--- config.mk ---
export PLATFORM = sky130hd
export DESIGN_NAME = fsc_ctrl
export DESIGN_NICKNAME = d
export VERILOG_FILES = /design/src/logic/fsc_pkg.sv /design/src/logic/fsc_cpl_if.sv /design/src/logic/fsc_cpl_pin.sv /design/src/logic/fsc_ctrl.sv
export SDC_FILE = /design/constraint.sdc
export NUM_CORES = 1
export LEC_CHECK = 0
export BUFFER_PORTS_ARGS = -buffer_cell sky130_fd_sc_hd__clkbuf_2
export CAP_MARGIN = 20
export CORE_MARGIN = 3
export CORE_UTILIZATION = 38
export DETAILED_ROUTE_END_ITERATION = 16
export PLACE_DENSITY = 0.6
export SLEW_MARGIN = 25
export SYNTH_ARGS = -nofsm -noshare
export SYNTH_HDL_FRONTEND = slang
export SYNTH_SLANG_ARGS = --single-unit
--- constraint.sdc ---
create_clock -name ref_clk_i -period 2.4 [get_ports ref_clk_i]
set_input_delay 0 -clock ref_clk_i [delete_from_list [all_inputs] [get_ports ref_clk_i]]
set_output_delay 0 -clock ref_clk_i [all_outputs]
set_load 0.03 [all_outputs]
--- src/logic/fsc_pkg.sv ---
// Shared constants and types for the flash status-pin command controller.
package fsc_pkg;

  // Register byte offsets on the Avalon-MM slave.
  localparam logic [4:0] REG_CMD      = 5'h00;
  localparam logic [4:0] REG_QADDR    = 5'h04;
  localparam logic [4:0] REG_IRQ_STAT = 5'h08;
  localparam logic [4:0] REG_IRQ_MASK = 5'h0c;
  localparam logic [4:0] REG_INFO     = 5'h10;

  // Command bytes.
  localparam logic [7:0] CMD_READ_ARRAY  = 8'hff;
  localparam logic [7:0] CMD_READ_STATUS = 8'h70;
  localparam logic [7:0] CMD_READ_CONFIG = 8'h90;
  localparam logic [7:0] CMD_READ_QUERY  = 8'h98;
  localparam logic [7:0] CMD_CLEAR_SR    = 8'h50;
  localparam logic [7:0] CMD_PROG_A      = 8'h40;
  localparam logic [7:0] CMD_PROG_B      = 8'h10;
  localparam logic [7:0] CMD_ERASE       = 8'h20;
  localparam logic [7:0] CMD_CONFIRM     = 8'hd0;
  localparam logic [7:0] CMD_LOCK_SETUP  = 8'h60;
  localparam logic [7:0] CMD_CPL_CONFIG  = 8'hb8;
  localparam logic [7:0] LOCK_OK_A       = 8'h01;
  localparam logic [7:0] LOCK_OK_B       = 8'h2f;
  localparam logic [7:0] LOCK_OK_C       = 8'h03;

  // Status byte layout and reset value.
  localparam int         SR_READY      = 7;
  localparam int         SR_ERASE_ERR  = 5;
  localparam int         SR_PROG_ERR   = 4;
  localparam logic [7:0] SR_RESET      = 8'h80;

  // Completion pin configuration codes.
  localparam logic [1:0] CFG_LEVEL     = 2'h0;
  localparam logic [1:0] CFG_ERASE     = 2'h1;
  localparam logic [1:0] CFG_PROG      = 2'h2;
  localparam logic [1:0] CFG_BOTH      = 2'h3;
  localparam logic [5:0] CFG_RSVD_ZERO = 6'h00;

  // Interrupt status bits.
  localparam int IRQ_ERASE_DONE = 0;
  localparam int IRQ_PROG_DONE  = 1;
  localparam int IRQ_SEQ_ERR    = 2;
  localparam int IRQ_W          = 3;

  // Query words: the identifying string at its start offset.
  localparam logic [7:0] QRY_BASE = 8'h10;
  localparam logic [7:0] QRY_Q    = 8'h51;
  localparam logic [7:0] QRY_R    = 8'h52;
  localparam logic [7:0] QRY_Y    = 8'h59;

  // Pulse timing; the typical width is rounded up to whole clocks.
  localparam int CLK_PERIOD_NS = 40;
  localparam int PULSE_NS      = 250;
  localparam int PULSE_CYCLES  = (PULSE_NS + CLK_PERIOD_NS - 1) / CLK_PERIOD_NS;

  typedef enum logic [3:0] {
    ST_READ_ARRAY,
    ST_READ_STATUS,
    ST_READ_CONFIG,
    ST_READ_QUERY,
    ST_PROG_SETUP,
    ST_PROG_BUSY,
    ST_ERASE_SETUP,
    ST_ERASE_BUSY,
    ST_LOCK_SETUP,
    ST_CFG_SETUP,
    ST_SEQ_ERROR
  } fsc_state_e;

endpackage : fsc_pkg

--- src/logic/fsc_cpl_if.sv ---
// Interface between the command controller and the completion pin driver.
`timescale 1ns/1ps
interface fsc_cpl_if;
  logic [1:0] mode;
  logic       busy;
  logic       erase_done;
  logic       prog_done;

  modport ctl (output mode, output busy, output erase_done, output prog_done);
  modport pin (input mode, input busy, input erase_done, input prog_done);
endinterface : fsc_cpl_if

--- src/logic/fsc_cpl_pin.sv ---
// Completion output pin driver: level or low-going pulse, open drain.
`timescale 1ns/1ps
module fsc_cpl_pin #(
  parameter int PULSE_CYCLES = fsc_pkg::PULSE_CYCLES
) (
  // Clock and reset
  input  wire logic ref_clk_i,
  input  wire logic rst_i,
  // Controller side
  fsc_cpl_if.pin    cpl,
  // Open-drain pin
  output logic      pin_out_o,
  output logic      pin_oe_o
);

  localparam int CNT_W = $clog2(PULSE_CYCLES + 1);

  generate
    if (PULSE_CYCLES < 1) begin : g_bad
      $error("PULSE_CYCLES must be at least one");
    end
  endgenerate

  logic [CNT_W-1:0] cnt_ff;
  logic [CNT_W-1:0] nxt_cnt;
  logic             oe_ff;
  logic             nxt_oe;
  logic             fire;

  always_comb begin
    fire = 1'b0;
    case (cpl.mode)
      fsc_pkg::CFG_ERASE: fire = cpl.erase_done;
      fsc_pkg::CFG_PROG:  fire = cpl.prog_done;
      fsc_pkg::CFG_BOTH:  fire = cpl.erase_done | cpl.prog_done;
      default:            fire = 1'b0;
    endcase
    nxt_cnt = cnt_ff;
    if (fire) begin
      nxt_cnt = CNT_W'(PULSE_CYCLES);
    end else if (cnt_ff != '0) begin
      nxt_cnt = cnt_ff - 1'b1;
    end
    // Level mode pulls the pin low while busy; pulse modes pull low while counting.
    if (cpl.mode == fsc_pkg::CFG_LEVEL) begin
      nxt_oe = cpl.busy;
    end else begin
      nxt_oe = (nxt_cnt != '0);
    end
  end

  always_ff @(posedge ref_clk_i) begin
    if (rst_i) begin
      cnt_ff <= '0;
      oe_ff  <= 1'b0;
    end else begin
      cnt_ff <= nxt_cnt;
      oe_ff  <= nxt_oe;
    end
  end

  assign pin_oe_o  = oe_ff;
  // The pin is only ever pulled low, so its driven level is a constant zero.
  assign pin_out_o = 1'b0;

endmodule : fsc_cpl_pin

--- src/logic/fsc_ctrl.sv ---
// Command interpreter with completion pin configuration over Avalon-MM.
//
// Behaviour
// Query data only via single-word reads
// Command selects completion pin level or pulse
// Selected mode persists until reset or reconfigure
// Level mode after reset by default
// Level mode shows write controller busy
// Host configures only when idle
// Code 00 selects level ready indication
// Code 01 pulses on erase complete
// Code 10 pulses on program complete
// Code 11 pulses on either complete
// Pulse modes drive low pulse near 250ns
// Invalid code sets program and erase error
// Bad lock second cycle gives sequence error
// Status on low byte, upper byte zero
// Both errors with ready mean sequence error
// Error bits cleared only by clear or reset
// Pulse width is fixed clock count
// Sequence error keeps config, reads status
//
// Chosen here: the Avalon-MM register port and the register addresses.
`timescale 1ns/1ps
module fsc_ctrl #(
  parameter int PROG_CYCLES  = 100,
  parameter int ERASE_CYCLES = 400,
  parameter int PULSE_CYCLES = fsc_pkg::PULSE_CYCLES
) (
  // Clock and reset
  input  wire logic        ref_clk_i,
  input  wire logic        rst_i,
  // Avalon-MM slave
  input  wire logic [4:0]  avs_address_i,
  input  wire logic        avs_read_i,
  input  wire logic        avs_write_i,
  input  wire logic [31:0] avs_writedata_i,
  output logic      [31:0] avs_readdata_o,
  output logic             avs_waitrequest_o,
  // Completion output pin, open drain
  output logic             cpl_pin_out_o,
  output logic             cpl_pin_oe_o,
  // Interrupt
  output logic             irq_o
);

  localparam int OP_W = 16;

  generate
    if (PROG_CYCLES < 1 || PROG_CYCLES >= (1 << OP_W) ||
        ERASE_CYCLES < 1 || ERASE_CYCLES >= (1 << OP_W)) begin : g_bad
      $error("PROG_CYCLES and ERASE_CYCLES must fit the operation counter");
    end
  endgenerate

  // Bus handshake: one wait cycle per request, then the answer.
  logic        wait_ff;
  logic        nxt_wait;
  logic [31:0] rdata_ff;
  logic [31:0] nxt_rdata;
  logic        req;
  logic        accept;
  logic        cmd_wr;
  logic [7:0]  cmd;

  assign req    = avs_read_i | avs_write_i;
  assign accept = req & ~wait_ff;
  assign cmd_wr = accept & avs_write_i & (avs_address_i == fsc_pkg::REG_CMD);
  assign cmd    = avs_writedata_i[7:0];

  // Controller state.
  fsc_pkg::fsc_state_e state_ff;
  fsc_pkg::fsc_state_e nxt_state;
  logic [1:0]          mode_ff;
  logic [1:0]          nxt_mode;
  logic                ee_ff;
  logic                nxt_ee;
  logic                pe_ff;
  logic                nxt_pe;
  logic [OP_W-1:0]     op_cnt_ff;
  logic [OP_W-1:0]     nxt_op_cnt;
  logic                erase_done_ff;
  logic                nxt_erase_done;
  logic                prog_done_ff;
  logic                nxt_prog_done;
  logic                seq_err;
  logic                busy;
  logic [7:0]          status;

  assign busy = (state_ff == fsc_pkg::ST_PROG_BUSY) | (state_ff == fsc_pkg::ST_ERASE_BUSY);

  always_comb begin
    status                        = 8'h00;
    status[fsc_pkg::SR_READY]     = ~busy;
    status[fsc_pkg::SR_ERASE_ERR] = ee_ff;
    status[fsc_pkg::SR_PROG_ERR]  = pe_ff;
  end

  always_comb begin
    nxt_state      = state_ff;
    nxt_mode       = mode_ff;
    nxt_ee         = ee_ff;
    nxt_pe         = pe_ff;
    nxt_op_cnt     = op_cnt_ff;
    nxt_erase_done = 1'b0;
    nxt_prog_done  = 1'b0;
    seq_err        = 1'b0;
    case (state_ff)
      fsc_pkg::ST_PROG_SETUP: begin
        if (cmd_wr) begin
          nxt_state  = fsc_pkg::ST_PROG_BUSY;
          nxt_op_cnt = OP_W'(PROG_CYCLES);
        end
      end
      fsc_pkg::ST_ERASE_SETUP: begin
        if (cmd_wr && cmd == fsc_pkg::CMD_CONFIRM) begin
          nxt_state  = fsc_pkg::ST_ERASE_BUSY;
          nxt_op_cnt = OP_W'(ERASE_CYCLES);
        end else if (cmd_wr) begin
          seq_err = 1'b1;
        end
      end
      fsc_pkg::ST_LOCK_SETUP: begin
        if (cmd_wr) begin
          if (cmd == fsc_pkg::CMD_CONFIRM || cmd == fsc_pkg::LOCK_OK_A ||
              cmd == fsc_pkg::LOCK_OK_B || cmd == fsc_pkg::LOCK_OK_C) begin
            nxt_state = fsc_pkg::ST_READ_STATUS;
          end else begin
            seq_err = 1'b1;
          end
        end
      end
      fsc_pkg::ST_CFG_SETUP: begin
        if (cmd_wr) begin
          nxt_state = fsc_pkg::ST_READ_STATUS;
          if (cmd[7:2] == fsc_pkg::CFG_RSVD_ZERO) begin
            nxt_mode = cmd[1:0];
          end else begin
            nxt_ee = 1'b1;
            nxt_pe = 1'b1;
          end
        end
      end
      fsc_pkg::ST_PROG_BUSY, fsc_pkg::ST_ERASE_BUSY: begin
        // Commands are ignored while busy; suspend is not supported here.
        if (op_cnt_ff > OP_W'(1)) begin
          nxt_op_cnt = op_cnt_ff - 1'b1;
        end else begin
          nxt_op_cnt     = '0;
          nxt_state      = fsc_pkg::ST_READ_STATUS;
          nxt_prog_done  = (state_ff == fsc_pkg::ST_PROG_BUSY);
          nxt_erase_done = (state_ff == fsc_pkg::ST_ERASE_BUSY);
        end
      end
      default: begin
        if (cmd_wr) begin
          case (cmd)
            fsc_pkg::CMD_READ_ARRAY:  nxt_state = fsc_pkg::ST_READ_ARRAY;
            fsc_pkg::CMD_READ_STATUS: nxt_state = fsc_pkg::ST_READ_STATUS;
            fsc_pkg::CMD_READ_CONFIG: nxt_state = fsc_pkg::ST_READ_CONFIG;
            fsc_pkg::CMD_READ_QUERY:  nxt_state = fsc_pkg::ST_READ_QUERY;
            fsc_pkg::CMD_PROG_A,
            fsc_pkg::CMD_PROG_B:      nxt_state = fsc_pkg::ST_PROG_SETUP;
            fsc_pkg::CMD_ERASE:       nxt_state = fsc_pkg::ST_ERASE_SETUP;
            fsc_pkg::CMD_LOCK_SETUP:  nxt_state = fsc_pkg::ST_LOCK_SETUP;
            fsc_pkg::CMD_CPL_CONFIG:  nxt_state = fsc_pkg::ST_CFG_SETUP;
            fsc_pkg::CMD_CLEAR_SR: begin
              nxt_ee = 1'b0;
              nxt_pe = 1'b0;
            end
            default:                  nxt_state = state_ff;
          endcase
        end
      end
    endcase
    if (seq_err) begin
      // Mode is left as it was; only the state and the error flags move.
      nxt_state = fsc_pkg::ST_SEQ_ERROR;
      nxt_ee    = 1'b1;
      nxt_pe    = 1'b1;
    end
  end

  always_ff @(posedge ref_clk_i) begin
    if (rst_i) begin
      state_ff      <= fsc_pkg::ST_READ_ARRAY;
      mode_ff       <= fsc_pkg::CFG_LEVEL;
      ee_ff         <= fsc_pkg::SR_RESET[fsc_pkg::SR_ERASE_ERR];
      pe_ff         <= fsc_pkg::SR_RESET[fsc_pkg::SR_PROG_ERR];
      op_cnt_ff     <= '0;
      erase_done_ff <= 1'b0;
      prog_done_ff  <= 1'b0;
    end else begin
      state_ff      <= nxt_state;
      mode_ff       <= nxt_mode;
      ee_ff         <= nxt_ee;
      pe_ff         <= nxt_pe;
      op_cnt_ff     <= nxt_op_cnt;
      erase_done_ff <= nxt_erase_done;
      prog_done_ff  <= nxt_prog_done;
    end
  end

  // Query store: address register and the word it selects.
  logic [7:0]  qaddr_ff;
  logic [7:0]  nxt_qaddr;
  logic [15:0] qword;

  always_comb begin
    if (qaddr_ff == fsc_pkg::QRY_BASE) begin
      qword = {8'h00, fsc_pkg::QRY_Q};
    end else if (qaddr_ff == fsc_pkg::QRY_BASE + 8'h01) begin
      qword = {8'h00, fsc_pkg::QRY_R};
    end else if (qaddr_ff == fsc_pkg::QRY_BASE + 8'h02) begin
      qword = {8'h00, fsc_pkg::QRY_Y};
    end else begin
      qword = 16'h0000;
    end
  end

  // Interrupt status and mask.
  localparam int IRQ_WL = fsc_pkg::IRQ_W;
  logic [IRQ_WL-1:0] irq_stat_ff;
  logic [IRQ_WL-1:0] nxt_irq_stat;
  logic [IRQ_WL-1:0] irq_mask_ff;
  logic [IRQ_WL-1:0] nxt_irq_mask;
  logic [IRQ_WL-1:0] irq_ev;
  logic              irq_ff;
  logic              nxt_irq;

  always_comb begin
    irq_ev                          = '0;
    irq_ev[fsc_pkg::IRQ_ERASE_DONE] = erase_done_ff;
    irq_ev[fsc_pkg::IRQ_PROG_DONE]  = prog_done_ff;
    irq_ev[fsc_pkg::IRQ_SEQ_ERR]    = seq_err;
    nxt_irq_stat = irq_stat_ff;
    nxt_irq_mask = irq_mask_ff;
    nxt_qaddr    = qaddr_ff;
    if (accept && avs_write_i) begin
      if (avs_address_i == fsc_pkg::REG_QADDR) begin
        nxt_qaddr = avs_writedata_i[7:0];
      end else if (avs_address_i == fsc_pkg::REG_IRQ_STAT) begin
        nxt_irq_stat = irq_stat_ff & ~avs_writedata_i[IRQ_WL-1:0];
      end else if (avs_address_i == fsc_pkg::REG_IRQ_MASK) begin
        nxt_irq_mask = avs_writedata_i[IRQ_WL-1:0];
      end
    end
    // A new event wins over a clear in the same cycle.
    nxt_irq_stat = nxt_irq_stat | irq_ev;
    nxt_irq      = |(nxt_irq_stat & nxt_irq_mask);
  end

  // Read mux; Avalon has no burst here, so every read is a single word.
  always_comb begin
    nxt_wait  = ~(req & wait_ff);
    nxt_rdata = rdata_ff;
    if (avs_read_i && wait_ff) begin
      if (avs_address_i == fsc_pkg::REG_CMD) begin
        case (state_ff)
          fsc_pkg::ST_READ_ARRAY:  nxt_rdata = 32'h0000_0000;
          fsc_pkg::ST_READ_CONFIG: nxt_rdata = {30'h0000_0000, mode_ff};
          fsc_pkg::ST_READ_QUERY:  nxt_rdata = {16'h0000, qword};
          default:                 nxt_rdata = {24'h00_0000, status};
        endcase
      end else if (avs_address_i == fsc_pkg::REG_QADDR) begin
        nxt_rdata = {24'h00_0000, qaddr_ff};
      end else if (avs_address_i == fsc_pkg::REG_IRQ_STAT) begin
        nxt_rdata = {29'h0000_0000, irq_stat_ff};
      end else if (avs_address_i == fsc_pkg::REG_IRQ_MASK) begin
        nxt_rdata = {29'h0000_0000, irq_mask_ff};
      end else if (avs_address_i == fsc_pkg::REG_INFO) begin
        nxt_rdata = {24'h00_0000, state_ff, busy, 1'b0, mode_ff};
      end else begin
        nxt_rdata = 32'h0000_0000;
      end
    end
  end

  always_ff @(posedge ref_clk_i) begin
    if (rst_i) begin
      wait_ff     <= 1'b1;
      rdata_ff    <= 32'h0000_0000;
      qaddr_ff    <= 8'h00;
      irq_stat_ff <= '0;
      irq_mask_ff <= '0;
      irq_ff      <= 1'b0;
    end else begin
      wait_ff     <= nxt_wait;
      rdata_ff    <= nxt_rdata;
      qaddr_ff    <= nxt_qaddr;
      irq_stat_ff <= nxt_irq_stat;
      irq_mask_ff <= nxt_irq_mask;
      irq_ff      <= nxt_irq;
    end
  end

  assign avs_waitrequest_o = wait_ff;
  assign avs_readdata_o    = rdata_ff;
  assign irq_o             = irq_ff;

  // Completion pin driver.
  fsc_cpl_if cpl ();

  assign cpl.mode       = mode_ff;
  assign cpl.busy       = busy;
  assign cpl.erase_done = erase_done_ff;
  assign cpl.prog_done  = prog_done_ff;

  fsc_cpl_pin #(
    .PULSE_CYCLES (PULSE_CYCLES)
  ) u_pin (
    .ref_clk_i (ref_clk_i),
    .rst_i     (rst_i),
    .cpl       (cpl.pin),
    .pin_out_o (cpl_pin_out_o),
    .pin_oe_o  (cpl_pin_oe_o)
  );

endmodule : fsc_ctrl

==> results of run 1 <==
==> metrics by stage <==
stage	util (%)	hold slack (ns)	cells	setup WS (ns)
after floorplan	-	0.116	417	0.232
after global placement	41.5	0.230	516	0.330
after detailed placement	41.5	0.252	516	0.300
after CTS	42.7	0.0637	526	0.289
after global routing	42.7	0.0951	526	0.136
final	42.7	0.0869	526	0.283
==> metal layers <==
layer  GRT usage [%]  part of all wire (%)
met4            4.41                  0.49
met2            23.7                    46
met3            2.29                   5.8
met1            23.5                    47
met5               0                     0
==> path summary, 6_finish.rpt <==
kind                      start                end  cells after the start
max           avs_waitrequest_o      op_cnt_ff[14]                      5
min          avs_writedata_i[7]        qaddr_ff[7]                      3
max reg2reg   avs_waitrequest_o      op_cnt_ff[14]                      5
min reg2reg   avs_readdata_o[2]  avs_readdata_o[2]                      2
==> power by group through the flow <==
stage / clock, uW / sequential, uW / combinational [uW]
2_1_floorplan: 0 / 935 / 221
3_3_place_gp: 0 / 925 / 252
3_5_place_dp: 0 / 926 / 255
4_1_cts: 519 / 906 / 260
5_1_grt: 553 / 909 / 291
6_report: 495 / 905 / 259
==> final cells by class <==
class	instances	area (um2)	share of cell area, %
multi-input combinational	301	1920	54.5
sequential	53	1060	30.1
timing repair buffer	45	275	7.80
tap	105	131	3.72
clock buffer	5	68.8	1.95
inverter	14	52.6	1.49
clock inverter	3	17.5	0.496
==> kinds of logic (layout without fill, tap and decap cells) <==
logic type                 after synthesis  count (layout)
DFF                                     53              53
AOI/OAI and AO/OA                       96              96
adders and majority gates                5               5
and+or+nand+nor                        151             151
xor gates and xnor gates                 6               6
other                                    1              25
muxes                                   18              18
buffers and inverters                   63              67
==> synth_stat cells (all sizes together), types with 3 or more instances <==
cell    count
nor4        9
and3b       3
xnor2       4
nand2      20
nand4       3
a32o        4
inv        14
buf        29
nor2       37
ha          5
o32ai       4
o21ai      18
mux2i      17
a32oi       3
clkbuf     20
or3         9
nor2b       6
nand4b      3
and3        3
a22oi       3
nor4b       7
a221oi      3
nor3b       4
nand2b      4
dfxtp      53
and2        4
nor3       12
a21oi      24
a31oi       5
or4         6
nand3      11
o31ai       8
o211ai      3
==> sequential cells by signal, indices dropped and copies added, names as in the netlist <==
signal             flops
irq_stat_ff            3
u_pin.pin_oe_o         1
avs_waitrequest_o      1
avs_readdata_o         8
op_cnt_ff             16
irq_o                  1
cpl.mode               2
u_pin.cnt_ff           3
irq_mask_ff            3
cpl.prog_done          1
cpl.erase_done         1
qaddr_ff               8
state_ff               4
pe_ff                  1
==> placed cells by master (no fill, tap or decap), types with 4 or more instances in the layout <==
cell type  count
mux2i_1       17
nand2b_1       4
buf_4         16
a21oi_1       24
inv_1         14
nor3b_1        4
nor3_1        11
nor2b_1        6
o31ai_1        8
conb_1        25
nand3_1       11
nor4_1         9
nor4b_1        5
a31oi_1        5
xnor2_1        4
nor2_1        37
o21ai_0       18
or3_1          8
and2_1         4
nand2_1       20
clkbuf_8       5
o32ai_1        4
ha_1           5
or4_1          6
a32o_1         4
clkbuf_2      27
dfxtp_1       53
==> critical path, cell delays in order (launching register included) <==
cell	delay, ns
dfxtp_1	0.38
nor4b_2	0.43
a21oi_1	0.16
or3_4	0.42
or4_1	0.51
a21oi_1	0.15
==> results.toml, run 1 <==
[run_status]
outcome = "completed"

[synth]
netlist_area_um2 = 3240
yosysTopAreaCell = "dfxtp_1"
synth_seq_cells = 53
yosysSeqAreaShare_pct = 32.7
yosys.area.top_type_share_pct = 32.7
synth_cell_types = 68
synth_top_family_by_area = "simple AND/OR/NAND/NOR gates"
synth-compound-area-share_pct = 20.3
synthXorXnorAreaFrac_pct = 1.62
yosys_warnings = 0
synth_fa_ha_area_share_pct = 1.93
syn_inst = 393
synth.area.top_cells = "dfxtp_1 (33%), buf_4 (5.8%), mux2i_1 (5.3%), nor2_1 (4.3%), a21oi_1 (3.7%)"
synth_edf_count = 0
synth_flop_cell = "dfxtp_1"
yosys-mux-area-fraction_pct = 5.60
synthArstFlopShare_pct = 0
syn_area_per_cell_um2 = 8.25
yosys.area_share.simple_pct = 27.0

[timing]
tns_ns = 0
fin_crit_ns = 2.12
post-route-period-util_pct = 88.2
hold_viol = 0
setup_viol = 0
max_freq_ghz = 0.472
slew_viol_final = 0
rsz0062_at_grt = "no"
slew_headroom_pct = 58.1
fin_skew_ns = 0.00451
tightest_slew_ns = 0.623

[cells_and_area]
fin_nets = 466
design_area_um2 = 3530
nFillCells = 836
drive_above_1_share_pct = 14.5
areaGrowthSynthToFinish_pct = 8.92
num_antenna_cells = 0

[route]
route.detailed.drc = 0
routed_via_density = 5.54
wirelength_mm = 7.68
wl_per_cell_um = 14.6
vias = 2914
firstDrtPassIters = 4
drt_iter0_drc = 156
antenna_left = 0

[global_routing]
antenna_found_initial = 0
grt-ovfl-total = 0
grt_pass1_wl_mm = 12.7
first_global_vias = 2604
grt_use_total_pct = 15.8
grt_max_degree = 24

[clocking]
cts_setup_buffers = 0
cts_buffers = 5
cts.htree.levels = 2
insertion_delay_ns = 0.30
clkTransAtPathRegs_ns = 0.10
clk_path_buf_depth = 2
clkSinkCount = 53
cts_resized = 0
holdBufCountCts = 2
cts_tree = "yes"
cts_root_buf = "clkbuf_8"

[worst_setup_path]
endpoint_kind = "flip-flop"
critPathRequiredTime_ns = 2.63
reg2reg_slack_ns = 0.28
cp-start-kind = "flip-flop"
path_class = "reg2reg"
critPathMaxFanout = 12
arrival_ns = 2.35

[pwr]
p_leak_uw = 0.00147
worst_ir_drop_vdd_mv = 0.191
p_sw_uw = 483
p_comb_share_pct = 15.6
p_clk_share_pct = 29.8
power_density_nw_per_um2 = 470
p_int_uw = 1180
design_power_total_uw = 1660
p_sw_share_pct = 29.1
p_seq_share_pct = 54.6

[placement]
hpwlAfterDp_mm = 5.73
place_area_um2 = 3420
place.gp.congestion = 0.852
numPortBuffers = 27

[flow_run]
max_cap_viol_count = 0

[die]
core-area_um2 = 8260
io_pins = 77
start_util_pct = 39.2
chipWidth_um = 98.3
die_area_um2 = 9670
num_rows = 33
die_h_um = 98.3

[worst_hold_path]
hold_class = "in2reg"
Note: power is estimated with default switching activity, not from simulation.
==> run 2: changes to the inputs <==
--- a/config.mk
+++ b/config.mk
@@ -11,7 +11,8 @@
 export CORE_UTILIZATION = 38
 export DETAILED_ROUTE_END_ITERATION = 16
 export PLACE_DENSITY = 0.6
-export SLEW_MARGIN = 25
+export SETUP_SLACK_MARGIN = 0.4
+export SLEW_MARGIN = 20
 export SYNTH_ARGS = -nofsm -noshare
 export SYNTH_HDL_FRONTEND = slang
 export SYNTH_SLANG_ARGS = --single-unit
==> run 2 against run 1 <==
Effect of this change:
- clock-buffer cell count is the same
- global-route usage increased by 0.55 points
- combinational power rose by 6%
- first-iteration DRC count up 12%
- cell area rose by 4.5%
- register-to-register slack improved by 0.14 ns
- critical endpoint unchanged
- sequential power about the same
- highest routed layer unchanged
- non-clock buffer count rose by 4
- power is 15% higher
==> results.toml, run 2 (synthesized netlist as in run 1, its figures left out) <==
[timing]
tns_ns = 0
max_freq_ghz = 0.505
fin_crit_ns = 1.98
post-route-period-util_pct = 82.5
rsz0062_at_grt = "yes"
slew_viol_final = 0
slew_headroom_pct = 57.4
hold_viol = 0
tightest_slew_ns = 0.633
fin_skew_ns = 0.00634
setup_viol = 0
setup_ws_ns = 0.419

[cells_and_area]
fin_util_pct = 44.7
num_antenna_cells = 0
multiInputGateArea_um2 = 1990
largest_reg_flops = 16
fin_nets = 470
nFillCells = 849
top_register = "op_cnt_ff"
drive_above_1_share_pct = 18.8
layout_commonest_cell = "dfxtp_1"
areaGrowthSynthToFinish_pct = 13.9
design_area_um2 = 3690
final_cell_mix = "dfxtp_1 (48), nor2_1 (37), clkbuf_2 (28), conb_1 (25), a21oi_1 (21)"
seq_area_um2 = 1070

[clocking]
clkTransAtPathRegs_ns = 0.10
insertion_delay_ns = 0.31
cts_buffers = 5
clkSinkCount = 53
cts.htree.levels = 2
clk_path_buf_depth = 2
cts_root_buf = "clkbuf_8"
cts_tree = "yes"

[die]
num_rows = 33
io_pins = 77
die_h_um = 98.3
core-area_um2 = 8260
chipWidth_um = 98.3
die_area_um2 = 9670
start_util_pct = 39.2

[placement]
place.gp.congestion = 0.873
numPortBuffers = 27
place_ws_ns = 0.294
place_area_um2 = 3430
hpwlAfterDp_mm = 5.83

[global_routing]
antenna_found_initial = 0
first_global_vias = 2761
grt_pass1_wl_mm = 13.2
grt_use_total_pct = 16.3
grt-ovfl-total = 0
grt_max_degree = 21

[pwr]
worst_ir_drop_vdd_mv = 0.343
p_leak_uw = 0.00153
power_density_nw_per_um2 = 519

[worst_setup_path]
critPathMaxFanout = 7
critPathRequiredTime_ns = 2.66
cp-start-kind = "flip-flop"
path_class = "reg2reg"
endpoint_kind = "flip-flop"
arrival_ns = 2.24

[route]
wirelength_mm = 8.12
antenna_left = 0
vias = 2995
wl_per_cell_um = 15.3
routed_via_density = 5.65
route.detailed.drc = 0
drt_iter0_drc = 175
firstDrtPassIters = 4

[flow_run]
max_cap_viol_count = 0

[run_status]
outcome = "completed"

[worst_hold_path]
hold_class = "in2reg"
==> run 2: cell count changes in the layout (fill, tap and decap cells not counted), moves of 2 or more <==
cell and change:
a21oi_1 -3, bufinv_16 +2, dfxtp_1 -5, a21oi_2 +2, dfxtp_2 +4, buf_4 +2
==> run 2: repair_timing <==
action	CTS	global route
endpoints found under the hold margin	1	0
pin swaps	1	7
setup endpoints to repair	8	17
setup buffers	1	5
resized for setup	7	10
gates cloned	0	0
hold buffers	2	0
==> run 2: power by group <==
part	total [uW]	switching, uW	internal, uW
Combinational	275	190	85.1
Clock	734	319	415
Sequential	905	9.56	895
==> run 2: layout make-up <==
cell class	count	share of cell area, %
clock buffer	5	1.87
clock inverter	3	1.76
inverter	14	1.42
multi-input combinational	301	53.8
sequential	53	29.0
tap	105	3.56
timing repair buffer	49	8.55
==> run 2: routing by layer <==
layer,global-route usage (%),vias up,wire length (um)
met1,22.8,1448,3940
met4,5.15,0,143
met3,2.64,13,322
met2,25.8,68,3710
li1,-,1466,-
met5,0,-,0
==> run 2: final timing paths <==
path,to,cells past startpoint,slack [ns],startpoint
setup reg to reg,op_cnt_ff[14],6,0.42,avs_waitrequest_o
setup / recovery,op_cnt_ff[14],6,0.42,avs_waitrequest_o
hold / removal,qaddr_ff[3],3,0.09,avs_writedata_i[3]
hold reg to reg,avs_readdata_o[7],2,0.46,avs_readdata_o[7]
==> run 2: per-stage QoR <==
step	total power [uW]	hold WS (ns)	cells
2_1_floorplan	1160	0.108	417
3_3_place_gp	1180	0.222	514
3_5_place_dp	1190	0.234	514
4_1_cts	1910	0.0774	525
5_1_grt	1990	0.129	530
6_report	1910	0.0947	530
==> run 2: worst max-delay path, stage by stage, from the launching register on <==
cell and delay (ns):
dfxtp_4 0.37, nor4b_4 0.23, buf_4 0.18, a21oi_4 0.08, or3_4 0.43, or4_1 0.50
a21oi_1 0.12
==> run 3: changes to the inputs <==
--- a/config.mk
+++ b/config.mk
@@ -5,12 +5,13 @@
 export SDC_FILE = /design/constraint.sdc
 export NUM_CORES = 1
 export LEC_CHECK = 0
+export ABC_AREA = 1
 export BUFFER_PORTS_ARGS = -buffer_cell sky130_fd_sc_hd__clkbuf_2
 export CAP_MARGIN = 20
 export CORE_MARGIN = 3
 export CORE_UTILIZATION = 38
 export DETAILED_ROUTE_END_ITERATION = 16
-export PLACE_DENSITY = 0.6
+export PLACE_DENSITY = 0.59
 export SETUP_SLACK_MARGIN = 0.4
 export SLEW_MARGIN = 20
 export SYNTH_ARGS = -nofsm -noshare
==> constraint.sdc (replaced) <==
create_clock -name ref_clk_i -period 1.83 [get_ports ref_clk_i]
set_input_delay 0 -clock ref_clk_i [delete_from_list [all_inputs] [get_ports ref_clk_i]]
set_output_delay 0 -clock ref_clk_i [all_outputs]
set_load 0.03 [all_outputs]
==> run 3 against run 2 <==
Effect of this change:
- critical path depth up 4
- non-clock buffer count up 28
- cell area up 20%
- critical path type unchanged
- critical endpoint is now op_cnt_ff[3]
- clock skew up 0.0014 ns
- core utilization up 5.5 points
==> results.toml, run 3 <==
[synth]
synth_edf_count = 0
synthTopCellsByCount = "nand2_1 (111), inv_1 (71), nor2_1 (66), dfxtp_1 (53), a21oi_1 (31)"
synthArstFlopShare_pct = 0
yosys.area.top_type_share_pct = 30.6
syn_area_per_cell_um2 = 6.66
yosys_warnings = 0
yosysTopAreaCell = "dfxtp_1"
netlist_area_um2 = 3470
synth_flop_cell = "dfxtp_1"
synth_seq_cells = 53
syn_inst = 521
synth.area.top_cells = "dfxtp_1 (31%), nand2_1 (12%), inv_1 (7.7%), nor2_1 (7.1%), buf_4 (5.6%)"
synth_cell_types = 47
yosysSeqAreaShare_pct = 30.6
yosysMostFrequentCell = "nand2_1"

[timing]
fin_crit_ns = 1.54
fin_skew_ns = 0.00769
hold_viol = 0
post-route-period-util_pct = 84.2
rsz0062_at_grt = "yes"
tns_ns = 0
max_freq_ghz = 0.649
slew_viol_final = 0
setup_ws_ns = 0.290
setup_viol = 0

[route]
routed_via_density = 4.87
wirelength_mm = 8.93
firstDrtPassIters = 5
route.detailed.drc = 0
drt_iter0_drc = 145
antenna_left = 0
vias = 3425
wl_per_cell_um = 12.7

[cells_and_area]
drive_above_1_share_pct = 31.6
num_antenna_cells = 0
fin_nets = 640
largest_reg_flops = 16
final_cell_mix = "nand2_1 (103), inv_1 (61), nor2_1 (55), dfxtp_1 (40), buf_4 (36)"
top_register = "op_cnt_ff"
areaGrowthSynthToFinish_pct = 27.3
layout_commonest_cell = "nand2_1"

[global_routing]
first_global_vias = 3123
antenna_found_initial = 0
grt_max_degree = 23
grt_use_total_pct = 17.4
grt-ovfl-total = 0
grt_pass1_wl_mm = 14.6

[clocking]
insertion_delay_ns = 0.31
cts_tree = "yes"
clkSinkCount = 53
cts_buffers = 5
clkTransAtPathRegs_ns = 0.10
cts.htree.levels = 2
clk_path_buf_depth = 2
cts_root_buf = "clkbuf_8"

[die]
io_pins = 77
die_h_um = 102
start_util_pct = 39.4
num_rows = 34
die_area_um2 = 10300
core-area_um2 = 8810
chipWidth_um = 102

[flow_run]
max_cap_viol_count = 0

[worst_setup_path]
endpoint_kind = "flip-flop"
crit_slowest_cell = "dfxtp_2"
critPathRequiredTime_ns = 2.04
critPathMaxFanout = 7
cp-start-kind = "flip-flop"
critPathLaunch = "op_cnt_ff[0]"
worst-path-buf-inv = 3
critical_path.max_stage_delay_ns = 0.34
worstPathCellList = "inv_2, ha_4, nand2_4, nor2_4, buf_6, o21ai_4, nand2_4, inv_4, o21ai_4, nor3b_2"
arrival_ns = 1.75
rr_startpoint = "op_cnt_ff[0]"
critical_path.top_delay_family = "simple AND/OR/NAND/NOR gates"
path_class = "reg2reg"

[pwr]
worst_ir_drop_vdd_mv = 0.258
power_density_nw_per_um2 = 513
p_leak_uw = 0.00214

[placement]
hpwlAfterDp_mm = 6.34
numPortBuffers = 27
place.gp.congestion = 0.894
place_ws_ns = 0.108

[run_status]
outcome = "completed"

[worst_hold_path]
hold_class = "in2reg"
hp-start = "avs_writedata_i[7]"
==> run 3: worst min-delay path: stages <==
cell	delay, ns
clkbuf_2	0.14
inv_1	0.12
a21oi_1	0.07
==> run 3: layout make-up <==
class / count / area, um2
clock buffer: 7 / 76.3
clock inverter: 1 / 7.51
fill: 837 / 4390
inverter: 80 / 313
multi-input combinational: 377 / 2240
sequential: 53 / 1090
tap: 108 / 135
timing repair buffer: 77 / 557
==> run 3: layer usage <==
| metal | global-route usage, % | up-vias | wire length [um] |
|---|---|---|---|
| li1 | - | 1775 | - |
| met5 | 0 | - | 0 |
| met3 | 2.55 | 16 | 379 |
| met4 | 4.40 | 0 | 172 |
| met2 | 30.2 | 89 | 4380 |
| met1 | 22.5 | 1545 | 4000 |
==> run 3: what timing repair did <==
| item | 4_1_cts | 5_1_grt |
|---|---|---|
| hold buffers | 5 | 0 |
| endpoints found under the hold margin | 4 | 0 |
| pin swaps | 18 | 31 |
| setup buffers | 22 | 12 |
| setup endpoints to repair | 27 | 33 |
| resized for setup | 37 | 63 |
==> run 3: worst paths after layout <==
| path | end | slack, ns | depth (start not counted) |
|---|---|---|---|
| max reg2reg | op_cnt_ff[3] | 0.29 | 10 |
| min reg2reg | avs_readdata_o[2] | 0.47 | 2 |
| min | qaddr_ff[7] | 0.06 | 3 |
| max | op_cnt_ff[3] | 0.29 | 10 |
==> run 3: cell families after synthesis <==
| logic type | count (synthesis) | synth area share [%] |
|---|---|---|
| simple gates | 251 | 34.2 |
| buf+inv | 115 | 16.0 |
| compound gates | 90 | 15.8 |
| flops | 53 | 30.6 |
| xor+xnor | 6 | 1.51 |
| fa+ha+maj | 5 | 1.80 |
| other cells | 1 | 0.108 |
==> run 3: through the flow <==
stage	hold slack (ns)	instances	util, %	total power (uW)	area (um2)
after floorplan	0.105	545	-	1510	3590
after global placement	0.211	656	42.0	1550	3700
after detailed placement	0.217	656	42.0	1550	3700
after CTS	0.0529	691	46.7	2250	4110
after global routing	0.0707	703	50.2	2380	4420
final	0.0608	703	50.2	2270	4420
==> run 3: power breakdown <==
group	leakage (uW)	internal, uW	switching [uW]	total (uW)
clock	0.0000385	273	412	684
combinational	0.00166	136	267	403
sequential	0.000436	1170	12.8	1180
total	0.00214	1580	691	2270
